$ cat src/logic/dcce_pkg.sv
/*
  Shared constants for the channel command/error block: register offsets,
  command and error bit positions, transfer state codes and state encoding.
  Assumes one channel per instance; offsets are byte addresses in the
  channel window.
*/
`default_nettype none
package dcce_pkg;
  // register byte offsets
  localparam logic [7:0] OFF_STS_LO   = 8'h84;
  localparam logic [7:0] OFF_STS_HI   = 8'h88;
  localparam logic [7:0] OFF_CHAIN_LO = 8'h8c;
  localparam logic [7:0] OFF_CHAIN_HI = 8'h90;
  localparam logic [7:0] OFF_CMD      = 8'h94;
  localparam logic [7:0] OFF_CMP_LO   = 8'h98;
  localparam logic [7:0] OFF_CMP_HI   = 8'h9c;
  localparam logic [7:0] OFF_CUR_LO   = 8'ha0;
  localparam logic [7:0] OFF_CUR_HI   = 8'ha4;
  localparam logic [7:0] OFF_ERR      = 8'ha8;
  // command bits
  localparam int CMD_START  = 0;
  localparam int CMD_APPEND = 1;
  localparam int CMD_SUSP   = 2;
  localparam int CMD_ABORT  = 3;
  localparam int CMD_RESUME = 4;
  localparam int CMD_RESET  = 5;
  localparam logic [7:0] CMD_MASK = 8'h3f;
  // error bits
  localparam int ERR_CHAIN = 4;
  localparam int ERR_CMD   = 5;
  localparam int ERR_PAR   = 6;
  localparam int ERR_RD    = 8;
  localparam int ERR_WR    = 9;
  localparam int ERR_CTRL  = 10;
  localparam int ERR_LEN   = 11;
  localparam int ERR_CMP   = 12;
  localparam int ERR_IRQ   = 13;
  localparam logic [15:0] ERR_RW_MASK = 16'h3f70;
  localparam logic [15:0] ERR_RESET   = 16'h0000;
  // alignment of chain and completion addresses, in address bits
  localparam int CHAIN_ALIGN = 6;
  localparam int CMP_ALIGN   = 3;
  // transfer state codes
  localparam logic [2:0] XS_ACTIVE = 3'h0;
  localparam logic [2:0] XS_DONE   = 3'h1;
  localparam logic [2:0] XS_SUSP   = 3'h2;
  localparam logic [2:0] XS_HALT   = 3'h3;
  typedef enum logic [4:0] {
    st_halt = 5'h01,
    st_run  = 5'h02,
    st_susp = 5'h04,
    st_done = 5'h08,
    st_cmpw = 5'h10
  } dcce_state_t;
endpackage : dcce_pkg
`default_nettype wire

$ cat src/logic/dcce_err_if.sv
/*
  Carrier between the channel and its error flag register: set and clear
  vectors in, sticky flags out.
  Assumes both ends share one clock.
*/
`default_nettype none
interface dcce_err_if;
  logic [15:0] set;
  logic [15:0] clr;
  logic [15:0] flags;
  modport ctl  (output set, output clr, input flags);
  modport regs (input set, input clr, output flags);
endinterface : dcce_err_if
`default_nettype wire

$ cat src/logic/dcce_err_regs.sv
/*
  Sticky channel error flags, write-one-to-clear.
  Assumes arst_n is the power-on reset; other resets do not reach here.
*/
`default_nettype none
module dcce_err_regs (
  // clock and reset
  input  wire logic clk,
  input  wire logic arst_n,
  // flag access
  dcce_err_if.regs  e
);
  logic [15:0] flags;
  logic [15:0] next_flags;

  // set wins over a clear in the same cycle; unwritable bits stay zero
  always_comb
  begin
    next_flags = (flags & ~e.clr) | e.set;
    next_flags = next_flags & dcce_pkg::ERR_RW_MASK;
  end

  always_ff @(posedge clk or negedge arst_n)
  begin
    if (!arst_n)
      flags <= dcce_pkg::ERR_RESET;
    else
      flags <= next_flags;
  end

  assign e.flags = flags;
endmodule : dcce_err_regs
`default_nettype wire

$ cat src/logic/dcce_channel.sv
/*
  One copy channel: command register, chain and completion addresses,
  current descriptor, status and error tracking, and the sequencing of
  descriptor fetch and completion write.
  Assumes a datapath that fetches and runs a descriptor on desc_req and
  answers with one desc_done pulse carrying its error inputs, and a memory
  writer that accepts cmp_req with one cmp_ack pulse.
*/
// Behaviour
// - reset command halts at once, no status
// - reset keeps descriptor, updates only state field
// - resume refetches current descriptor, follows next
// - abort halts except during completion write, aborting any active transfer
// - suspend stops at boundary, reports suspended
// - append refetches last descriptor, else ignored
// - start fetches first descriptor from chain address
// - several command bits set: command error
// - busy: last command wins, append queued
// - start with errors pending: command error, halted
// - completion write after status fully updated
// - completion address 8-byte aligned
// - bad completion address sets bit 12
// - lower half read latches upper half
// - errors keep channel halted until cleared
// - bits 15, 14, 7 read zero
// - bad interrupt configuration sets bit 13
// - descriptor errors flag, halt, log address
// - parity error also flags direction, halts
// - bad or unaligned chain address sets bit 4
// - state codes active, done, suspended, halted
`default_nettype none
module dcce_channel (
  // clock and reset
  input  wire logic        clk,
  input  wire logic        arst_n,
  // register access
  input  wire logic        reg_wr,
  input  wire logic        reg_rd,
  input  wire logic [7:0]  reg_addr,
  input  wire logic [31:0] reg_wdata,
  output var  logic [31:0] reg_rdata,
  output var  logic        reg_rvalid,
  // descriptor datapath
  output var  logic        desc_req,
  output var  logic        desc_refetch,
  output var  logic [63:0] desc_addr,
  output var  logic        desc_abort,
  input  wire logic        desc_done,
  input  wire logic        desc_last,
  input  wire logic [63:0] desc_next,
  input  wire logic        err_len,
  input  wire logic        err_ctrl,
  input  wire logic        err_wr,
  input  wire logic        err_rd,
  input  wire logic        err_par,
  input  wire logic        err_par_wr,
  // completion write
  output var  logic        cmp_req,
  output var  logic [63:0] cmp_addr,
  output var  logic [63:0] cmp_data,
  input  wire logic        cmp_ack,
  // interrupt configuration
  input  wire logic        irq_try,
  input  wire logic        msi_enable,
  input  wire logic        msi_callback_enable,
  input  wire logic        legacy_irq_mask,
  // status
  output var  logic [2:0]  xfer_state,
  output var  logic [15:0] err_flags
);
  dcce_pkg::dcce_state_t state, next_state;
  logic [63:0] chain, next_chain;
  logic [63:0] cmp, next_cmp;
  logic        cmp_cfg, next_cmp_cfg;
  logic [7:0]  cmd, next_cmd;
  logic [5:0]  pcmd, next_pcmd;
  logic        pend, next_pend;
  logic        app_pend, next_app_pend;
  logic [63:0] cur, next_cur;
  logic [57:0] sts_addr, next_sts_addr;
  logic [31:0] cur_hi, next_cur_hi;
  logic [31:0] sts_hi, next_sts_hi;
  logic [2:0]  next_xs;
  logic [31:0] next_rdata;
  logic        next_desc_req, next_refetch, next_desc_abort;
  logic [63:0] next_desc_addr, next_cmp_addr, next_cmp_data;
  logic        next_cmp_req;
  logic [15:0] set_v, clr_v;
  logic        wr_cmd, multi, busy, any_err, chain_bad, cmp_bad;
  logic [5:0]  wcmd;

  dcce_err_if eif ();

  dcce_err_regs u_err (
    .clk    (clk),
    .arst_n (arst_n),
    .e      (eif.regs)
  );

  assign eif.set   = set_v;
  assign eif.clr   = clr_v;
  assign err_flags = eif.flags;

  assign wcmd      = reg_wdata[5:0];
  assign wr_cmd    = reg_wr && (reg_addr == dcce_pkg::OFF_CMD);
  assign multi     = (wcmd & (wcmd - 6'h01)) != 6'h00;
  assign busy      = (state == dcce_pkg::st_run) || (state == dcce_pkg::st_cmpw);
  assign any_err   = err_len || err_ctrl || err_wr || err_rd || err_par;
  assign chain_bad = (chain == 64'h0) || (chain[dcce_pkg::CHAIN_ALIGN-1:0] != 6'h00);
  assign cmp_bad   = !cmp_cfg || (cmp == 64'h0);

  always_comb
  begin
    next_state    = state;
    next_chain    = chain;
    next_cmp      = cmp;
    next_cmp_cfg  = cmp_cfg;
    next_cmd      = cmd;
    next_pcmd     = pcmd;
    next_pend     = pend;
    next_app_pend = app_pend;
    next_cur      = cur;
    next_sts_addr = sts_addr;
    next_cur_hi   = cur_hi;
    next_sts_hi   = sts_hi;
    next_xs       = xfer_state;
    next_rdata    = 32'h0000_0000;
    next_desc_req = 1'b0;
    next_refetch  = desc_refetch;
    next_desc_addr  = desc_addr;
    next_desc_abort = 1'b0;
    next_cmp_req  = cmp_req;
    next_cmp_addr = cmp_addr;
    next_cmp_data = cmp_data;
    set_v         = 16'h0000;
    clr_v         = 16'h0000;
    // reads; unmapped offsets answer zero
    if (reg_rd)
    begin
      case (reg_addr)
        dcce_pkg::OFF_STS_LO:
        begin
          next_rdata  = {sts_addr[25:0], 3'h0, xfer_state};
          next_sts_hi = sts_addr[57:26];
        end
        dcce_pkg::OFF_STS_HI:   next_rdata = sts_hi;
        dcce_pkg::OFF_CHAIN_LO: next_rdata = chain[31:0];
        dcce_pkg::OFF_CHAIN_HI: next_rdata = chain[63:32];
        dcce_pkg::OFF_CMD:      next_rdata = {24'h00_0000, cmd};
        dcce_pkg::OFF_CMP_LO:   next_rdata = cmp[31:0];
        dcce_pkg::OFF_CMP_HI:   next_rdata = cmp[63:32];
        dcce_pkg::OFF_CUR_LO:
        begin
          next_rdata  = cur[31:0];
          next_cur_hi = cur[63:32];
        end
        dcce_pkg::OFF_CUR_HI:   next_rdata = cur_hi;
        dcce_pkg::OFF_ERR:      next_rdata = {16'h0000, eif.flags};
        default:                next_rdata = 32'h0000_0000;
      endcase
    end
    // plain register writes
    if (reg_wr)
    begin
      case (reg_addr)
        dcce_pkg::OFF_CHAIN_LO: next_chain[31:0]  = reg_wdata;
        dcce_pkg::OFF_CHAIN_HI: next_chain[63:32] = reg_wdata;
        dcce_pkg::OFF_CMP_LO:
        begin
          next_cmp[31:0] = {reg_wdata[31:dcce_pkg::CMP_ALIGN], 3'h0};
          next_cmp_cfg   = 1'b1;
        end
        dcce_pkg::OFF_CMP_HI:
        begin
          next_cmp[63:32] = reg_wdata;
          next_cmp_cfg    = 1'b1;
        end
        dcce_pkg::OFF_CMD:      next_cmd = reg_wdata[7:0] & dcce_pkg::CMD_MASK;
        dcce_pkg::OFF_ERR:      clr_v = reg_wdata[15:0];
        default:                next_cmd = cmd;
      endcase
    end
    // interrupt attempt with neither mode usable
    if (irq_try && legacy_irq_mask && !(msi_enable && msi_callback_enable))
      set_v[dcce_pkg::ERR_IRQ] = 1'b1;
    case (state)
      dcce_pkg::st_run:
      begin
        if (desc_done)
        begin
          next_sts_addr = cur[63:6];
          next_app_pend = 1'b0;
          if (any_err)
          begin
            set_v[dcce_pkg::ERR_LEN]  = err_len;
            set_v[dcce_pkg::ERR_CTRL] = err_ctrl;
            set_v[dcce_pkg::ERR_PAR]  = err_par;
            set_v[dcce_pkg::ERR_WR]   = err_wr || (err_par && err_par_wr);
            set_v[dcce_pkg::ERR_RD]   = err_rd || (err_par && !err_par_wr);
            next_xs    = dcce_pkg::XS_HALT;
            next_state = dcce_pkg::st_cmpw;
          end
          else if (pend && pcmd[dcce_pkg::CMD_SUSP])
          begin
            next_pend  = 1'b0;
            next_xs    = dcce_pkg::XS_SUSP;
            next_state = dcce_pkg::st_susp;
          end
          else if (desc_last && app_pend)
          begin
            next_desc_req  = 1'b1;
            next_refetch   = 1'b1;
            next_desc_addr = cur;
          end
          else if (desc_last)
          begin
            next_xs    = dcce_pkg::XS_DONE;
            next_state = dcce_pkg::st_cmpw;
          end
          else
          begin
            next_cur       = desc_next;
            next_desc_req  = 1'b1;
            next_refetch   = 1'b0;
            next_desc_addr = desc_next;
          end
        end
      end
      dcce_pkg::st_cmpw:
      begin
        // status already holds its final value when the write goes out
        if (!cmp_req)
        begin
          if (cmp_bad)
          begin
            set_v[dcce_pkg::ERR_CMP] = 1'b1;
            next_xs    = dcce_pkg::XS_HALT;
            next_state = dcce_pkg::st_halt;
          end
          else
          begin
            next_cmp_req  = 1'b1;
            next_cmp_addr = cmp;
            next_cmp_data = {sts_addr, 3'h0, xfer_state};
          end
        end
        else if (cmp_ack)
        begin
          next_cmp_req = 1'b0;
          next_state   = (xfer_state == dcce_pkg::XS_HALT) ?
                         dcce_pkg::st_halt : dcce_pkg::st_done;
        end
      end
      default:
      begin
        if (pend)
        begin
          next_pend = 1'b0;
          if (pcmd[dcce_pkg::CMD_START])
          begin
            if (eif.flags != 16'h0000)
            begin
              set_v[dcce_pkg::ERR_CMD] = 1'b1;
              next_xs    = dcce_pkg::XS_HALT;
              next_state = dcce_pkg::st_halt;
            end
            else if (chain_bad)
            begin
              set_v[dcce_pkg::ERR_CHAIN] = 1'b1;
              next_xs    = dcce_pkg::XS_HALT;
              next_state = dcce_pkg::st_halt;
            end
            else
            begin
              next_cur       = chain;
              next_desc_req  = 1'b1;
              next_refetch   = 1'b0;
              next_desc_addr = chain;
              next_xs        = dcce_pkg::XS_ACTIVE;
              next_state     = dcce_pkg::st_run;
            end
          end
          else if (eif.flags == 16'h0000 &&
                   ((pcmd[dcce_pkg::CMD_APPEND] && state == dcce_pkg::st_done) ||
                    (pcmd[dcce_pkg::CMD_RESUME] && state == dcce_pkg::st_susp)))
          begin
            next_desc_req  = 1'b1;
            next_refetch   = 1'b1;
            next_desc_addr = cur;
            next_xs        = dcce_pkg::XS_ACTIVE;
            next_state     = dcce_pkg::st_run;
          end
        end
      end
    endcase
    // command writes override the sequencer
    if (wr_cmd)
    begin
      if (multi)
      begin
        set_v[dcce_pkg::ERR_CMD] = 1'b1;
        next_pend = 1'b0;
      end
      else if (wcmd[dcce_pkg::CMD_RESET])
      begin
        next_desc_abort = busy;
        next_cmp_req    = 1'b0;
        next_pend       = 1'b0;
        next_app_pend   = 1'b0;
        next_desc_req   = 1'b0;
        next_cur        = cur;
        next_sts_addr   = sts_addr;
        next_xs         = dcce_pkg::XS_HALT;
        next_state      = dcce_pkg::st_halt;
      end
      else if (wcmd[dcce_pkg::CMD_ABORT] && state != dcce_pkg::st_cmpw)
      begin
        next_desc_abort = (state == dcce_pkg::st_run);
        next_desc_req   = 1'b0;
        next_pend       = 1'b0;
        next_app_pend   = 1'b0;
        next_xs         = dcce_pkg::XS_HALT;
        next_state      = dcce_pkg::st_halt;
      end
      else if (wcmd[dcce_pkg::CMD_APPEND] && busy)
        next_app_pend = 1'b1;
      else
      begin
        // a later command replaces one not yet serviced
        next_pcmd = wcmd;
        next_pend = wcmd != 6'h00;
      end
    end
  end

  always_ff @(posedge clk or negedge arst_n)
  begin
    if (!arst_n)
    begin
      state        <= dcce_pkg::st_halt;
      chain        <= 64'h0;
      cmp          <= 64'h0;
      cmp_cfg      <= 1'b0;
      cmd          <= 8'h00;
      pcmd         <= 6'h00;
      pend         <= 1'b0;
      app_pend     <= 1'b0;
      cur          <= 64'h0;
      sts_addr     <= 58'h0;
      cur_hi       <= 32'h0000_0000;
      sts_hi       <= 32'h0000_0000;
      xfer_state   <= dcce_pkg::XS_HALT;
      reg_rdata    <= 32'h0000_0000;
      reg_rvalid   <= 1'b0;
      desc_req     <= 1'b0;
      desc_refetch <= 1'b0;
      desc_addr    <= 64'h0;
      desc_abort   <= 1'b0;
      cmp_req      <= 1'b0;
      cmp_addr     <= 64'h0;
      cmp_data     <= 64'h0;
    end
    else
    begin
      state        <= next_state;
      chain        <= next_chain;
      cmp          <= next_cmp;
      cmp_cfg      <= next_cmp_cfg;
      cmd          <= next_cmd;
      pcmd         <= next_pcmd;
      pend         <= next_pend;
      app_pend     <= next_app_pend;
      cur          <= next_cur;
      sts_addr     <= next_sts_addr;
      cur_hi       <= next_cur_hi;
      sts_hi       <= next_sts_hi;
      xfer_state   <= next_xs;
      reg_rdata    <= next_rdata;
      reg_rvalid   <= reg_rd;
      desc_req     <= next_desc_req;
      desc_refetch <= next_refetch;
      desc_addr    <= next_desc_addr;
      desc_abort   <= next_desc_abort;
      cmp_req      <= next_cmp_req;
      cmp_addr     <= next_cmp_addr;
      cmp_data     <= next_cmp_data;
    end
  end
endmodule : dcce_channel
`default_nettype wire

$ cat config.mk
export PLATFORM = sky130hd
export DESIGN_NAME = dcce_channel
export DESIGN_NICKNAME = d
export VERILOG_FILES = /design/src/logic/dcce_pkg.sv /design/src/logic/dcce_err_if.sv /design/src/logic/dcce_err_regs.sv /design/src/logic/dcce_channel.sv
export SDC_FILE = /design/constraint.sdc
export NUM_CORES = 1
export LEC_CHECK = 0
export BUFFER_PORTS_ARGS = -buffer_cell sky130_fd_sc_hd__buf_2
export CORE_UTILIZATION = 49
export DETAILED_ROUTE_END_ITERATION = 10
export PLACE_DENSITY = 0.8
export SYNTH_ARGS = -nofsm -noshare
export SYNTH_HDL_FRONTEND = slang
export SYNTH_HIERARCHICAL = 1
export SYNTH_SLANG_ARGS = --single-unit
$ cat constraint.sdc
create_clock -name clk -period 2.3 [get_ports clk]
set_input_delay 0.23 -clock clk [delete_from_list [all_inputs] [get_ports clk]]
set_output_delay 0.23 -clock clk [all_outputs]
set_load 0.005 [all_outputs]
[Word level (Yosys, flattened, before mapping)]
Index checks and enable logic that the tools add are counted.
Operators by class
  bitwise operators: 11
  add/sub/neg operators: 1
  equal/unequal tests: 23
  muxes and demuxes: 140
  reduce and logical (&&, ||, !) cells: 48
Operators by type and width (count)
  64-bit two-way mux: 22
  32-bit one-hot mux with 10 select lines: 1
  58-bit two-way mux: 5
  64-bit one-hot mux with 2 select lines: 2
  64-bit logical NOT: 2
  8-bit == test (second input constant): 10
  5-bit two-way mux: 15
  1-bit two-way mux: 62
  3-bit two-way mux: 14
  32-bit two-way mux: 1
  14-bit two-way mux: 2
  6-bit nonzero test: 3
  16-bit logical NOT: 1
  4-bit two-way mux: 4
  2-bit AND reduction: 8
  16-bit nonzero test: 1
  14-bit AND: 1
  2-bit two-way mux: 7
  14-bit inverter: 1
  14-bit bitwise OR: 1
  1-bit logical AND: 13
  1-bit logical OR: 10
  5-bit one-hot mux with 2 select lines: 1
  3-bit by 2-bit != test with 1-bit output (second input constant): 3
  other kinds (20): 33
Word-level totals
  word-level logic and storage cells: 248
  flip-flop bits (word level): 565

[Logic depth before layout (Yosys ltp)]
  word-level depth: 12
  depth in mapped cells: 10
  mapped depth without buffers: 6

[Cells and area by module]
The synthesis kept the hierarchy.
Modules (own cells, without submodules)
  dcce_channel: times used 1, cells an instance 1860, area each 24126.9 µm², seq. area each 13892.1 µm²
  dcce_err_regs: times used 1, cells an instance 35, area each 382.9 µm², seq. area each 225.2 µm²

[Least setup slack after synthesis]
Ideal clock, no wire load.
  kind: register to register
  start point: register state[1]
  end point: register cmp_data[25]
  stages on the path, launching flop included: 7
  data arrival time: 2.257 ns
  path slack: -0.082 ns
  clock period less this slack: 2.382 ns
  data required time: 2.175 ns
  path buffers: 2
  path through: dfrtp_1 > nor2_1 > nand3_1 > nor3_1 > clkbuf_1 > buf_2 > mux2_2
On the way
  word-level cells in the longest chain between the ends: 2
Ends and longest elaborated chain
  start, declared: line dcce_channel.sv:71  | dcce_pkg::dcce_state_t state, next_state;
  start signal, assigned: line dcce_channel.sv:340  | state <= dcce_pkg::st_halt;
  start signal, assigned: line dcce_channel.sv:365  | state <= next_state;
  5-bit == test: line dcce_channel.sv:186  | case (state)
  3-bit AND reduction (no line)
  end signal, assigned: line dcce_channel.sv:386  | cmp_data <= next_cmp_data;
  end, declared: line dcce_channel.sv:60  | output var logic [63:0] cmp_data,
Every way passes these cells.
A chain may end at the register's enable or synchronous reset.

[Worst setup path in the final report]
  start point: register chain[61]
  end point: register cur[13]
On the way
  word-level cells in the longest chain between the ends: 10
Ends and longest elaborated chain
  start, declared: line dcce_channel.sv:72  | logic [63:0] chain, next_chain;
  start signal, assigned: line dcce_channel.sv:366  | chain <= next_chain;
  64-bit logical NOT *: line dcce_channel.sv:109  | assign chain_bad = (chain == 64'h0) || (chain[dcce_pkg::CHAIN_ALIGN-1:0] != 6'h00);
  1-bit logical OR *: line dcce_channel.sv:109
  64-bit two-way mux *: line dcce_channel.sv:267  | else if (chain_bad)
  64-bit two-way mux *: line dcce_channel.sv:261  | if (eif.flags != 16'h0000)
  64-bit two-way mux *: line dcce_channel.sv:259  | if (pcmd[dcce_pkg::CMD_START])
  64-bit two-way mux *: line dcce_channel.sv:256  | if (pend)
  64-bit one-hot mux with 2 select lines *: line dcce_channel.sv:186
  64-bit two-way mux: line dcce_channel.sv:304  | else if (wcmd[dcce_pkg::CMD_RESET])
  64-bit two-way mux: line dcce_channel.sv:299  | if (multi)
  64-bit two-way mux *: line dcce_channel.sv:297  | if (wr_cmd)
  end signal, assigned: line dcce_channel.sv:373  | cur <= next_cur;
  end, declared: line dcce_channel.sv:79  | logic [63:0] cur, next_cur;
Mark *: on every way between the ends. The rest lies on a longest branch, timed or not. The select of a mux whose other input is x is not followed.

==> summary.md <==
| Metric | Value |
|---|---|
| Run status | `finished with violations` |
| Failing checks | `negative setup slack` |
| Post-DP Area | `29200 um^2` |
| Width of the die | `225.5 um` |
| Hold Crit Endpoint | `cmp[42]$_DFFE_PN0P_` |
| Final design area excluding fillers | `34830 um^2` |
| Pin count of the biggest net entering global routing | `74` |
| RSZ-0062 raised after global routing | `yes` |
| Vias per cell | `6.694` |
| Number of nets at the end of the flow | `approximately 2700` |
| Critical Path Source Type | `register` |
| Initial detailed-routing violation count | `3313` |
| Placeable core region | `about 50000 um^2` |
| Max-slew violations | `0` |
| Endpoint type of the worst setup path | `register` |
| Number of max-capacitance violations reported | `0` |
| Post-Synthesis Mean Instance Area | `12.96 um^2` |
| Worst setup slack for register-to-register paths | `-640 ps` |
| Total global routing track utilization | `0.4012` |
| Crit-path max FO | `6` |
| Final count of negative-setup-slack endpoints | `263` |
| Vias post-DR | `22340` |
| Reg2reg path depth | `10` |
| Hold Path Class | `primary input to register` |
| Register clock-pin slew on the reported worst setup and hold paths | `70 ps` |
| Initial antenna violation count | `8` |
| Top Ports | `about 370` |
| TritonCTS clock tree | `done` |
| Count of buffers inserted at the top-level ports | `roughly 360` |
| Commonest cells after routing, fill and taps aside | `dfrtp_1, mux2_2, buf_2` |
| Drt pass-1 iters | `8` |
| HP Start | `reg_wdata[10]` |
| FP Rows | `81` |
| Endpoint of the worst register-to-register path | `cur[13]$_DFFE_PN0P_` |
| Clock buffers created by TritonCTS | `58` |
| Via count of the first global-routing pass | `22690` |
| Clk Tree Root Cell | `clkbuf_16` |
| Required time of the critical path | `2870 ps` |
| Worst Hold Path Cells | `2` |
| Total global routing overflow | `0` |
| Slew @ Worst Pin | `1057 ps` |
| Fin worst setup slack | `-640.3 ps` |
| Period Utilization, post-route | `1.278` |
| Fin. Hold Viols | `0` |
| Later-pin clock latency in the skew report | `650 ps` |
| Reg-to-reg startpoint | `chain[61]$_DFFE_PN0P_` |
| Layout cell share with drive strength beyond 1 | `0.5315` |
| Wire length of the first global-routing pass | `149.0 mm` |
| Most frequent standard cell in the layout excluding fill and tap cells | `dfrtp_1` |
| Remaining design rule violation count | `0` |
| GPL Wtd Cong | `0.9546` |
| Maximum buffer depth of the clock tree | `3` |
| Die Span Y | `around 230 um` |
| Maximum clock frequency | `about 0.34 GHz` |
| Max Clock Skew | `a little under 40 ps` |
| Avg WL per Cell | `approximately 32 um` |
| PD cells | `~680 nW/um^2` |
| Deepest level of the CTS H-tree | `2` |
| Number of nets still failing antenna checks after routing | `0` |
| Cells after synthesis | `1888` |
| Critical Path Source | `chain[61]$_DFFE_PN0P_` |
| # clock sinks | `564` |
| Layout Area Growth over Synthesis | `42.37%` |
| Number of buffer and inverter stages on the critical path | `4` |
| P_leak | `0.01771 uW` |
| Critical path, cell by cell | `nor4_1, nand3_4, nor4_4, buf_4, buf_6, or3_4, buf_12, buf_4, o22ai_1, a2bb2oi_2` |
| Warnings from Yosys | `6` |
| Post-DP HPWL | `62.48 mm` |
| Largest delay contributor family on the critical path | `simple AND/OR/NAND/NOR gates` |
| Most frequent cell on the critical path | `buf_4` |
| Worst Path Class, Setup | `register to register` |
| Worst ir drop on vdd | `0.4873 mV` |
| Routed wire length | `107.4 mm` |
| Starting Density | `0.4988` |
| Arrival time reported for the critical path endpoint | `about 3500 ps` |
| Final Critical Period | `2940 ps` |
| Area of the die | `50830 um^2` |
| Worst max-slew margin expressed relative to the limit | `0.2954` |
| CP max-delay cell | `nor4_1` |
| Area of the mapped netlist | `roughly 24000 um^2` |
| Final sum of negative setup slack | `-100870 ps` |
| Worst stage delay on the critical path | `710 ps` |
-- power by group --
| group | switching (uW) | internal, uW |
|---|---|---|
| logic | 1900 | 1460 |
| clock network | 4230 | 5510 |
| registers | 276 | 10200 |
| total | 6400 | 17200 |
-- routing by layer --
| metal | vias up | wire length [um] | global-route usage |
|---|---|---|---|
| met1 | 11060 | 36530 | 0.4908 |
| met5 | - | 52 | 0 |
| met4 | 8 | 8845 | 0.2574 |
| li1 | 8598 | - | - |
| met3 | 650 | 14170 | 0.1153 |
| met2 | 2019 | 47810 | 0.6232 |
-- stage by stage --
step	std cells	setup slack [ps]	total power (uW)	util	hold WS, ps
floorplan	1899	-5.111	11580	-	-65.59
global placement	3067	-284.5	13150	0.5953	303.3
detailed placement	3067	-319.7	13200	0.5953	300.9
CTS	3321	-277.4	23030	0.6923	5.640
global route	3333	-608.1	24130	0.7099	25.65
finish	3337	-640.3	23590	0.7101	40.07
-- worst reg2reg max path, delay by kind of cell, from the launching register on --
| kind | cells | cell delay, ps |
|---|---|---|
| buf+inv | 4 | 690 |
| compound gates | 2 | 340 |
| simple gates | 4 | 1460 |
| flops | 1 | 390 |
-- state kept, by name, indices dropped and copies added, names as in the netlist, 3 cells and up --
register and flops:
chain 64, cmd 6, cmp 61, cmp_addr 61, cmp_data 61, cur 64
cur_hi 32, desc_addr 64, pcmd 4, reg_rdata 32, state 5, sts_addr 58
sts_hi 32, u_err/e.flags 9, xfer_state 3
-- cell type report --
class                   instances  area [um^2]
flip-flops and latches        564        14120
fillers                      3008        14220
clock buffers                  84         1679
diodes                          5        12.51
clock inverters                19        237.7
multi-input cells            1178        11140
well taps                     664        830.8
inverters                      14        52.55
repair buffers                809         6766
-- worst max path at each step --
stage	to	slack [ps]	cells past startpoint
after global routing	cur[11]$_DFFE_PN0P_	-610	11
after CTS	desc_addr[21]$_DFFE_PN0P_	-280	9
after global placement	cmp_data[50]$_DFFE_PN0P_	-280	8
final	cur[13]$_DFFE_PN0P_	-640	10
after floorplan	desc_addr[18]$_DFFE_PN0P_	-5	8
after detailed placement	cmp_data[19]$_DFFE_PN0P_	-320	8
-- timing repair --
item | CTS | global route
hold buffers | 94 | 1
pin swaps | 57 | 80
buffers inserted | 28 | 18
setup endpoints to repair | 262 | 267
endpoints found under the hold margin | 222 | 1
gates cloned | 30 | 8
resized for setup | 168 | 166
Note: power is estimated with default switching activity, not from simulation.
